`config.mk`:
```
export PLATFORM = sky130hd
export DESIGN_NAME = emulation_run_control
export DESIGN_NICKNAME = d
export VERILOG_FILES = /design/src/shared/run_ctl_pkg.sv /design/src/emulation_run_control.sv
export SDC_FILE = /design/constraint.sdc
export NUM_CORES = 1
export LEC_CHECK = 0
export BUFFER_PORTS_ARGS = -buffer_cell sky130_fd_sc_hd__buf_2
export CAP_MARGIN = 5
export CORE_ASPECT_RATIO = 1.2
export CORE_MARGIN = 2
export CORE_UTILIZATION = 40
export CTS_CLUSTER_DIAMETER = 30
export CTS_CLUSTER_SIZE = 14
export DETAILED_ROUTE_END_ITERATION = 7
export PLACE_DENSITY = 0.66
export SYNTH_ARGS = -nofsm -noshare
export SYNTH_HDL_FRONTEND = slang
export SYNTH_SLANG_ARGS = --single-unit
```
`constraint.sdc`:
```
create_clock -name sys_clk -period 2.95 [get_ports sys_clk]
set_input_delay 0 -clock sys_clk [delete_from_list [all_inputs] [get_ports sys_clk]]
set_output_delay 0 -clock sys_clk [all_outputs]
set_load 0.005 [all_outputs]
```
`src/shared/run_ctl_pkg.sv`:
```
// Package: constants and types for the emulation run-control block
`default_nettype none
package run_ctl_pkg;
	// --------------------------------------------------------------
	// Widths
	// --------------------------------------------------------------
	localparam int PERIOD_W = 24;  // Cycle reset period counter width
	localparam int CNT_W = 5;      // Host access unit counter width
	// --------------------------------------------------------------
	// Timing
	// --------------------------------------------------------------
	localparam int CLK_PERIOD_NS = 5;               // sys_clk period
	localparam int RESET_PULSE_NS = 100;            // Target reset and trigger pulse width
	localparam int RESET_PULSE_CYC = (RESET_PULSE_NS + CLK_PERIOD_NS - 1) / CLK_PERIOD_NS;
	localparam int HALT_PULSE_NS = 20;              // Trigger low pulse on a break
	localparam int HALT_PULSE_CYC = (HALT_PULSE_NS + CLK_PERIOD_NS - 1) / CLK_PERIOD_NS;
	// --------------------------------------------------------------
	// Host access units (bytes per target halt)
	// --------------------------------------------------------------
	localparam logic [4:0] UNIT_MEM = 5'h01;  // Memory command: each access
	localparam logic [4:0] UNIT_DUMP = 5'h10;  // Dump: 16-byte units
	localparam logic [4:0] UNIT_DIS = 5'h04;  // Disassembly: 4-byte units
	// --------------------------------------------------------------
	// Host access kinds
	// --------------------------------------------------------------
	localparam logic [1:0] ACC_MEM = 2'h0;
	localparam logic [1:0] ACC_DUMP = 2'h1;
	localparam logic [1:0] ACC_DIS = 2'h2;
	// --------------------------------------------------------------
	// Run states, one-hot
	// --------------------------------------------------------------
	typedef enum logic [4:0] {
		ST_IDLE = 5'b00001,   // Target halted
		ST_NORMAL = 5'b00010, // Normal real-time run
		ST_CYCLE = 5'b00100,  // Cycle reset run
		ST_PAR_MULTI = 5'b01000, // Parallel, entered by return or trace stop
		ST_PAR_ONE = 5'b10000    // Parallel, entered by space
	} run_state_t;
endpackage
`default_nettype wire

```
`src/emulation_run_control.sv`:
```
// Run-control logic of an emulator pod: normal, cycle reset and parallel modes
//
// How it works
// - Real-time run never inserts target wait states.
// - Normal mode break halts, one trigger low pulse.
// - Software break halts and pulses like hardware break.
// - Run without options selects normal mode.
// - Gate mode arbitrates memories, no CS sharing.
// - Realtime mode connects bus directly, no sharing.
// - Setting disables trace capture of cache accesses.
// - Cycle reset mode resets target every period.
// - Trigger pulse coincides with target reset.
// - Run with period option enters cycle reset.
// - Cycle reset ignores breaks, only forced stop.
// - Return, space or trace stop enter parallel.
// - Return or trace stop freeze trace, many commands.
// - Terminate leaves parallel, reports PC, resumes trace.
// - Space: trace continues, one command then back.
// - Host access halts target per access unit.
// - No parallel mode during cycle reset run.
`default_nettype none
module emulation_run_control (
	input wire logic sys_clk,
	input wire logic srst,
	// Console commands (one-cycle pulses)
	input wire logic run_cmd,
	input wire logic run_period_opt,
	input wire logic [run_ctl_pkg::PERIOD_W-1:0] run_period,
	input wire logic force_stop,
	input wire logic key_return,
	input wire logic key_space,
	input wire logic terminate_cmd,
	input wire logic cmd_start,
	input wire logic cmd_is_trace,
	input wire logic cmd_done,
	input wire logic host_acc_req,
	input wire logic [1:0] host_acc_kind,
	input wire logic [4:0] host_acc_bytes,
	// Configuration levels
	input wire logic gate_mode,
	input wire logic cache_trace_dis,
	input wire logic [3:0] user_cs_map,
	input wire logic [3:0] emu_cs_map,
	// Target side events
	input wire logic hw_break,
	input wire logic sw_break,
	input wire logic trace_stop,
	input wire logic target_cache_acc,
	input wire logic target_bus_cyc,
	input wire logic [3:0] target_cs,
	input wire logic [31:0] target_pc,
	// Outputs
	output logic target_run,
	output logic target_reset_line,
	output logic trigger_out_n,
	output logic target_wait,
	output logic user_bus_sel,
	output logic emu_bus_sel,
	output logic direct_bus,
	output logic map_conflict,
	output logic trace_enable,
	output logic parallel_active,
	output logic pc_report_valid,
	output logic [31:0] pc_report,
	output logic host_acc_done
);
	// ----------------------------------------------------------------
	// State
	// ----------------------------------------------------------------
	run_ctl_pkg::run_state_t state_reg; // Run state
	run_ctl_pkg::run_state_t state_next; // Next run state
	logic [run_ctl_pkg::PERIOD_W-1:0] period_reg; // Programmed reset interval
	logic [run_ctl_pkg::PERIOD_W-1:0] tick_reg; // Cycle reset elapsed count
	logic [7:0] rst_cnt_reg; // Target reset pulse remaining
	logic [7:0] trg_cnt_reg; // Trigger low remaining
	logic trace_frozen_reg; // Trace stopped by return or trace stop entry
	logic trace_cmd_reg; // Trace command in progress
	logic one_cmd_seen_reg; // Space mode command started
	logic [4:0] acc_left_reg; // Bytes left in host access
	logic [4:0] unit_left_reg; // Bytes left in current unit
	logic acc_busy_reg; // Host access in progress
	logic [4:0] acc_unit_reg; // Unit size latched with the request, so the kind input may move
	logic halt_pulse; // Halting break this cycle
	logic period_hit; // Cycle reset period elapsed
	logic running; // Any run state
	logic par_enter; // Parallel entry request
	logic [4:0] unit_size; // Bytes per halt for this access
	logic conflict; // Chip-select area shared
	logic freeze_now; // Return or trace stop entry this cycle

	assign running = (state_reg != run_ctl_pkg::ST_IDLE);
	// In cycle reset mode breaks are masked entirely
	assign halt_pulse = (state_reg == run_ctl_pkg::ST_NORMAL) && (hw_break || sw_break);
	assign period_hit = (state_reg == run_ctl_pkg::ST_CYCLE) && (tick_reg >= period_reg);
	assign par_enter = (key_return || key_space || trace_stop);
	assign freeze_now = (state_reg == run_ctl_pkg::ST_NORMAL) && (state_next == run_ctl_pkg::ST_PAR_MULTI);
	// Both memories in one area is illegal in either bus mode
	assign conflict = |(user_cs_map & emu_cs_map);

	// ----------------------------------------------------------------
	// Host access unit size
	// ----------------------------------------------------------------
	always_comb begin
		case (host_acc_kind)
			run_ctl_pkg::ACC_DUMP: begin
				unit_size = run_ctl_pkg::UNIT_DUMP;
			end
			run_ctl_pkg::ACC_DIS: begin
				unit_size = run_ctl_pkg::UNIT_DIS;
			end
			default: begin
				unit_size = run_ctl_pkg::UNIT_MEM;
			end
		endcase
	end

	// ----------------------------------------------------------------
	// Run state machine
	// ----------------------------------------------------------------
	always_comb begin
		state_next = state_reg;
		case (state_reg)
			run_ctl_pkg::ST_IDLE: begin
				// Plain run picks normal, period option picks cycle reset
				if (run_cmd && run_period_opt) begin
					state_next = run_ctl_pkg::ST_CYCLE;
				end else if (run_cmd) begin
					state_next = run_ctl_pkg::ST_NORMAL;
				end
			end
			run_ctl_pkg::ST_NORMAL: begin
				// Forced stop and breaks halt; parallel keeps running
				if (force_stop || halt_pulse) begin
					state_next = run_ctl_pkg::ST_IDLE;
				end else if (key_space) begin
					state_next = run_ctl_pkg::ST_PAR_ONE;
				end else if (par_enter) begin
					state_next = run_ctl_pkg::ST_PAR_MULTI;
				end
			end
			run_ctl_pkg::ST_CYCLE: begin
				// Parallel keys and breaks are refused here
				if (force_stop) begin
					state_next = run_ctl_pkg::ST_IDLE;
				end
			end
			run_ctl_pkg::ST_PAR_MULTI: begin
				if (force_stop) begin
					state_next = run_ctl_pkg::ST_IDLE;
				end else if (terminate_cmd) begin
					state_next = run_ctl_pkg::ST_NORMAL;
				end
			end
			run_ctl_pkg::ST_PAR_ONE: begin
				// One command ends the space-entered session
				if (force_stop) begin
					state_next = run_ctl_pkg::ST_IDLE;
				end else if (one_cmd_seen_reg && cmd_done) begin
					state_next = run_ctl_pkg::ST_NORMAL;
				end
			end
			default: begin
				state_next = run_ctl_pkg::ST_IDLE;
			end
		endcase
	end

	// State register
	always_ff @(posedge sys_clk) begin
		if (srst) begin
			state_reg <= run_ctl_pkg::ST_IDLE;
		end else begin
			state_reg <= state_next;
		end
	end

	// Run level to the target, stalled only by host access units
	always_ff @(posedge sys_clk) begin
		if (srst) begin
			target_run <= 1'b0;
		end else begin
			target_run <= (state_next != run_ctl_pkg::ST_IDLE)
				&& !(acc_busy_reg && (unit_left_reg <= 5'h01 || acc_left_reg <= 5'h01));
		end
	end

	// ----------------------------------------------------------------
	// Cycle reset period and target reset
	// ----------------------------------------------------------------
	always_ff @(posedge sys_clk) begin
		if (srst) begin
			period_reg <= '0;
			tick_reg <= '0;
		end else if (state_reg == run_ctl_pkg::ST_IDLE && run_cmd && run_period_opt) begin
			period_reg <= run_period;
			tick_reg <= '0;
		end else if (period_hit) begin
			tick_reg <= '0;
		end else if (state_reg == run_ctl_pkg::ST_CYCLE) begin
			tick_reg <= tick_reg + 1'b1;
		end
	end

	// Reset pulse width counter
	always_ff @(posedge sys_clk) begin
		if (srst) begin
			rst_cnt_reg <= '0;
		end else if (period_hit) begin
			rst_cnt_reg <= 8'(run_ctl_pkg::RESET_PULSE_CYC);
		end else if (rst_cnt_reg != '0) begin
			rst_cnt_reg <= rst_cnt_reg - 1'b1;
		end
	end

	// Reset line is registered from period_hit and its own counter, without the break term
	always_ff @(posedge sys_clk) begin
		if (srst) begin
			target_reset_line <= 1'b0;
		end else begin
			target_reset_line <= period_hit || (rst_cnt_reg > 8'h01);
		end
	end

	// ----------------------------------------------------------------
	// Trigger output, active low
	// ----------------------------------------------------------------
	// A break and a reset pulse never coincide since breaks are masked
	always_ff @(posedge sys_clk) begin
		if (srst) begin
			trg_cnt_reg <= '0;
		end else if (period_hit) begin
			trg_cnt_reg <= 8'(run_ctl_pkg::RESET_PULSE_CYC);
		end else if (halt_pulse) begin
			trg_cnt_reg <= 8'(run_ctl_pkg::HALT_PULSE_CYC);
		end else if (trg_cnt_reg != '0) begin
			trg_cnt_reg <= trg_cnt_reg - 1'b1;
		end
	end

	// Registered trigger, low with each reset pulse and for each halting break
	always_ff @(posedge sys_clk) begin
		if (srst) begin
			trigger_out_n <= 1'b1;
		end else begin
			trigger_out_n <= !(period_hit || halt_pulse || (trg_cnt_reg > 8'h01));
		end
	end

	// ----------------------------------------------------------------
	// Bus connection and arbitration
	// ----------------------------------------------------------------
	// No wait states ever: target_wait stays low while running
	always_ff @(posedge sys_clk) begin
		if (srst) begin
			target_wait <= 1'b0;
		end else begin
			target_wait <= 1'b0;
		end
	end

	// Memory select by chip-select area; conflict blocks both
	always_ff @(posedge sys_clk) begin
		if (srst) begin
			user_bus_sel <= 1'b0;
			emu_bus_sel <= 1'b0;
			direct_bus <= 1'b0;
			map_conflict <= 1'b0;
		end else begin
			map_conflict <= conflict;
			direct_bus <= running && !gate_mode;
			// Gate mode picks one memory per access
			user_bus_sel <= running && target_bus_cyc && !conflict && |(target_cs & user_cs_map);
			emu_bus_sel <= running && target_bus_cyc && !conflict && |(target_cs & emu_cs_map);
		end
	end

	// ----------------------------------------------------------------
	// Trace acquisition gating
	// ----------------------------------------------------------------
	always_ff @(posedge sys_clk) begin
		if (srst) begin
			trace_frozen_reg <= 1'b0;
		end else if (freeze_now) begin
			trace_frozen_reg <= 1'b1;
		end else if (state_next == run_ctl_pkg::ST_NORMAL && state_reg != run_ctl_pkg::ST_NORMAL) begin
			trace_frozen_reg <= 1'b0;
		end
	end

	// Trace-related command in space mode pauses capture
	always_ff @(posedge sys_clk) begin
		if (srst) begin
			trace_cmd_reg <= 1'b0;
			one_cmd_seen_reg <= 1'b0;
		end else if (state_reg != run_ctl_pkg::ST_PAR_ONE) begin
			trace_cmd_reg <= 1'b0;
			one_cmd_seen_reg <= 1'b0;
		end else if (cmd_start) begin
			trace_cmd_reg <= cmd_is_trace;
			one_cmd_seen_reg <= 1'b1;
		end else if (cmd_done) begin
			trace_cmd_reg <= 1'b0;
		end
	end

	// Cache accesses are dropped from trace when disabled
	always_ff @(posedge sys_clk) begin
		if (srst) begin
			trace_enable <= 1'b0;
		end else begin
			trace_enable <= running && !trace_frozen_reg && !freeze_now && !trace_cmd_reg
				&& !(cache_trace_dis && target_cache_acc);
		end
	end

	// ----------------------------------------------------------------
	// Parallel status and PC report
	// ----------------------------------------------------------------
	always_ff @(posedge sys_clk) begin
		if (srst) begin
			parallel_active <= 1'b0;
			pc_report_valid <= 1'b0;
			pc_report <= '0;
		end else begin
			parallel_active <= (state_next == run_ctl_pkg::ST_PAR_MULTI) || (state_next == run_ctl_pkg::ST_PAR_ONE);
			pc_report_valid <= 1'b0;
			if ((state_reg == run_ctl_pkg::ST_PAR_MULTI || state_reg == run_ctl_pkg::ST_PAR_ONE)
				&& state_next == run_ctl_pkg::ST_NORMAL) begin
				pc_report_valid <= 1'b1;
				pc_report <= target_pc;
			end
		end
	end

	// ----------------------------------------------------------------
	// Host memory access in parallel mode
	// ----------------------------------------------------------------
	// Each unit costs one halt cycle; the target resumes between units
	always_ff @(posedge sys_clk) begin
		if (srst) begin
			acc_busy_reg <= 1'b0;
			acc_left_reg <= '0;
			acc_unit_reg <= '0;
			unit_left_reg <= '0;
			host_acc_done <= 1'b0;
		end else begin
			host_acc_done <= 1'b0;
			if (!acc_busy_reg) begin
				if (host_acc_req && parallel_active && host_acc_bytes != '0) begin
					acc_busy_reg <= 1'b1;
					acc_left_reg <= host_acc_bytes;
					unit_left_reg <= unit_size;
					acc_unit_reg <= unit_size;
				end
			end else if (acc_left_reg <= 5'h01 || unit_left_reg <= 5'h01) begin
				if (acc_left_reg <= 5'h01) begin
					acc_busy_reg <= 1'b0;
					host_acc_done <= 1'b1;
				end
				acc_left_reg <= acc_left_reg - 1'b1;
				unit_left_reg <= acc_unit_reg;
			end else begin
				acc_left_reg <= acc_left_reg - 1'b1;
				unit_left_reg <= unit_left_reg - 1'b1;
			end
		end
	end
endmodule
`default_nettype wire

```
==> metrics.md <==
| Metric | Value |
|---|---|
| Clk slew on worst S/H paths | 0.05 ns |
| Power density over the cells | 609 nW/µm² |
| GR Overflow Total | 0 |
| DR pass1 iterations | 4 |
| Die height | between 100 and 150 µm |
| FF-to-FF Start | state_reg[4]$_SDFF_PP0_ |
| Synth Area in XOR/XNOR | 5.23% |
| DR top layer | met4 |
| Avg Inst Size Synth | between 8 and 9 µm² |
| Worst-skew pair later-pin latency | between 0.4 and 0.5 ns |
| Hold Path Depth | 4 |
| Vias | roughly 5800 |
| Worst min path class | in2reg |
| Max reg flops | 32 |
| Met2 wire length | 7.58 mm |
| Final setup viols | 0 |
| Flop and latch count out of synthesis | roughly 130 |
| Die width | around 120 µm |
| DRC | 0 |
| Worst EP required | 3.31 ns |
| Leakage | roughly 3.8 nW |
| Critical path capture point type | flop |
| Vias in the first global route | ~6000 |
| Clock root cell | clkbuf_16 |
| Initial Util | 41.1% |
| Post-synth net total | 853 |
| Gr usage total | about a fifth |
| Achievable clock frequency | ~380 MHz |
| Max cap viols | 0 |
| Design Power | 0.00515 W |
| Post-route ant nets | 0 |
| Hpwl dp | about 10 mm |
| Fin. Hold Viols | 0 |
| Fill cell count | 1440 |
| Total Wirelength | 15.2 mm |
| Final Wtd Congestion | 0.841 |
| Global-route wire length before repair | 26.1 mm |
| Largest family of logic cells by synthesized area | simple AND/OR/NAND/NOR gates |
| Largest net degree at the start of global routing | 93 |
| # H-tree levels | 4 |
| Slew Viols, Final | 0 |
| Routed len/inst | 13.3 µm |
| Core area | 15100 µm² |
| Final Hold Slack | between 0.02 and 0.025 ns |
| Worst Max-Slew Pin Slew | 0.968 ns |
| Port Buffer Count | 136 |
| Layout area overhead | 36.4% |
| Post-synth top flop | dfxtp_1 |
| FF-to-FF End | user_bus_sel$_SDFF_PP0_ |
| Max Root-Sink Buffers | 2 |
| Type of origin of the critical path | flop |
| RSZ-0062 raised after global routing | false |
| Hold path start | force_stop |
| Seq/Total Area, Yosys | 41.7% |
| Post-synthesis compound-gate area fraction | 13.5% |
| Mux cell area share after synthesis | 5.17% |
| Minimum clock period after layout | 2.64 ns |
| Die Footprint | 16500 µm² |
| Yosys Warn Count | 0 |
| Initial antenna violation count | 0 |
| # diodes | 0 |
| Final nets | 1061 |
| Hold EP | state_reg[2]$_SDFF_PP0_ |
| PostCTS Resize Cnt | 0 |
| Core Rows | 49 |
| CTS Buf Count | 17 |
| Unique masters post-synth | between 60 and 70 |
| # clock sinks | between 100 and 150 |
| Final worst path period share | between 80% and 90% |
| WL met1 | 6.57 mm |
| Syn Inst Count | 722 |
| Via density | roughly 5 |
| Setup_tns | 0 ns |
| Critical path fanouts, max | 17 |
| Slew headroom | between 30 and 40% |
| CTS tree | done |
| Number of synthesized flops with an enable pin | 0 |
| VDD IR-drop max | between 0.4 and 0.5 mV |
| Critical Path AT | 3.00 ns |
| Final Skew | 0.00653 ns |
| Status | finished, final reports clean |
| Adder-cell share of the synthesized area | between 7 and 8% |
| Critical path class | reg2reg |
| Total I/O pin count | roughly 140 |
| Synth Area in Simple Gates | 21.4% |
| Share of cells above drive strength 1 | 19.3% |
| Post-synthesis cell area | 6200 µm² |
| Async SR Flop Fraction | 0% |
| DR WL met3 | 772 µm |
| Flop2flop setup slack | 0.31 ns |
| Initial DRC count | around 170 |
| Worst R2R Path Depth | 7 |
cells by family (layout without fill, tap and decap cells):
family / after synthesis / after routing
AND/OR/NAND/NOR: 278 / 278
XOR/XNOR: 37 / 37
adder cells (fa/ha/maj): 37 / 37
flip-flops: 129 / 129
AO/OA/AOI/OAI: 131 / 131
other: 1 / 1
multiplexers: 32 / 32
buffers and inverters: 77 / 296
where the power goes:
part	internal [W]	leakage [nW]	switching [W]	total (W)
logic	0.000472	2.41	0.000496	0.000968
clock network	0.00143	0.297	0.000754	0.00219
registers	0.00188	1.05	0.000115	0.00200
total	0.00379	3.75	0.00136	0.00515
cell type report:
type,instances,area [µm²],area share (%)
clock inverters,8,126,1.49
repair buffers,225,1560,18.5
inverters,41,154,1.82
clock buffers,22,494,5.85
multi-input cells,516,3280,38.8
flip-flops and latches,129,2580,30.5
well taps,204,255,3.02
synth_stat cells, types with 4 or more instances:
master	instances	share of area, %
nor3_1	42	3.4
and4_1	7	0.99
inv_1	41	2.5
dfxtp_1	129	42
nand2b_1	6	0.61
nor3b_1	7	0.85
nor4_1	8	0.81
o21ai_1	8	0.65
a211oi_1	5	0.61
clkbuf_1	14	0.85
buf_4	8	0.97
xnor2_1	9	1.3
nand2_1	88	5.3
o21a_1	4	0.48
nand4_1	12	1.2
a22oi_1	6	0.73
o21ai_0	8	0.65
buf_2	12	0.97
a21oi_1	63	5.1
and3_1	8	0.81
nand3_1	16	1.3
o211ai_1	7	0.85
ha_1	37	7.5
xor2_1	28	4.0
nor2_1	68	4.1
mux2i_1	32	5.2
stage by stage:
step           worst slack [ns]  util, %  cells  instance area [µm²]
3_3_place_gp              0.545     46.6   1035                 7030
3_5_place_dp              0.507     46.6   1035                 7030
5_1_grt                   0.119     56.1   1145                 8450
4_1_cts                   0.354     56.1   1145                 8450
6_report                  0.311     56.1   1145                 8450
2_1_floorplan             0.919        -    722                 6200
per-layer routing:
layer / global-route usage (%) / vias up
met5: 0 / -
met3: 4.85 / 27
li1: - / 2926
met4: 7.29 / 0
met1: 21.5 / 2667
met2: 34.1 / 133
critical path, cell delays in order (launching register included):
cell and delay, ns:
dfxtp_1 0.70, nor4_1 0.12, and2_1 0.26, nor2_1 0.16, nand3_1 0.09, dlygate4sd3_1 0.59, a21oi_1 0.11, dlygate4sd3_1 0.56
placed cells by master (no fill, tap or decap), drive strengths merged, types with 6 or more instances in the layout:
| master | netlist | routed |
|---|---|---|
| nor4 | 8 | 8 |
| inv | 41 | 42 |
| o21ai | 16 | 16 |
| nand3 | 16 | 16 |
| o211ai | 8 | 8 |
| and3 | 8 | 8 |
| nand4 | 12 | 12 |
| xnor2 | 9 | 9 |
| mux2i | 32 | 32 |
| nor3b | 7 | 7 |
| ha | 37 | 37 |
| nand2b | 6 | 6 |
| a22oi | 6 | 6 |
| nand2 | 88 | 88 |
| dfxtp | 129 | 129 |
| dlygate4sd3 | 0 | 80 |
| buf | 22 | 145 |
| xor2 | 28 | 28 |
| nor2 | 68 | 68 |
| and4 | 7 | 7 |
| clkbuf | 14 | 22 |
| nor3 | 43 | 43 |
| a21oi | 65 | 65 |
timing repair:
action | 4_1_cts | 5_1_grt
endpoints found under the hold margin | 74 | 0
setup buffers | 0 | 0
hold buffers | 80 | 0
setup endpoints to repair | 0 | 0
worst max path at each step:
stage                                start                        end  slack (ns)  cells past startpoint
5_1_grt            state_reg[4]$_SDFF_PP0_    user_bus_sel$_SDFF_PP0_        0.12                      7
3_5_place_dp   period_reg[13]$_SDFFE_PP0P_  tick_reg[19]$_SDFFE_PP0P_        0.51                      8
6_report           state_reg[4]$_SDFF_PP0_    user_bus_sel$_SDFF_PP0_        0.31                      7
4_1_cts            state_reg[4]$_SDFF_PP0_    user_bus_sel$_SDFF_PP0_        0.35                      7
2_1_floorplan   period_reg[5]$_SDFFE_PP0P_  tick_reg[10]$_SDFFE_PP0P_        0.92                      8
3_3_place_gp     tick_reg[13]$_SDFFE_PP0P_  tick_reg[15]$_SDFFE_PP0P_        0.54                      7
Power figures use the tool's default switching activity.
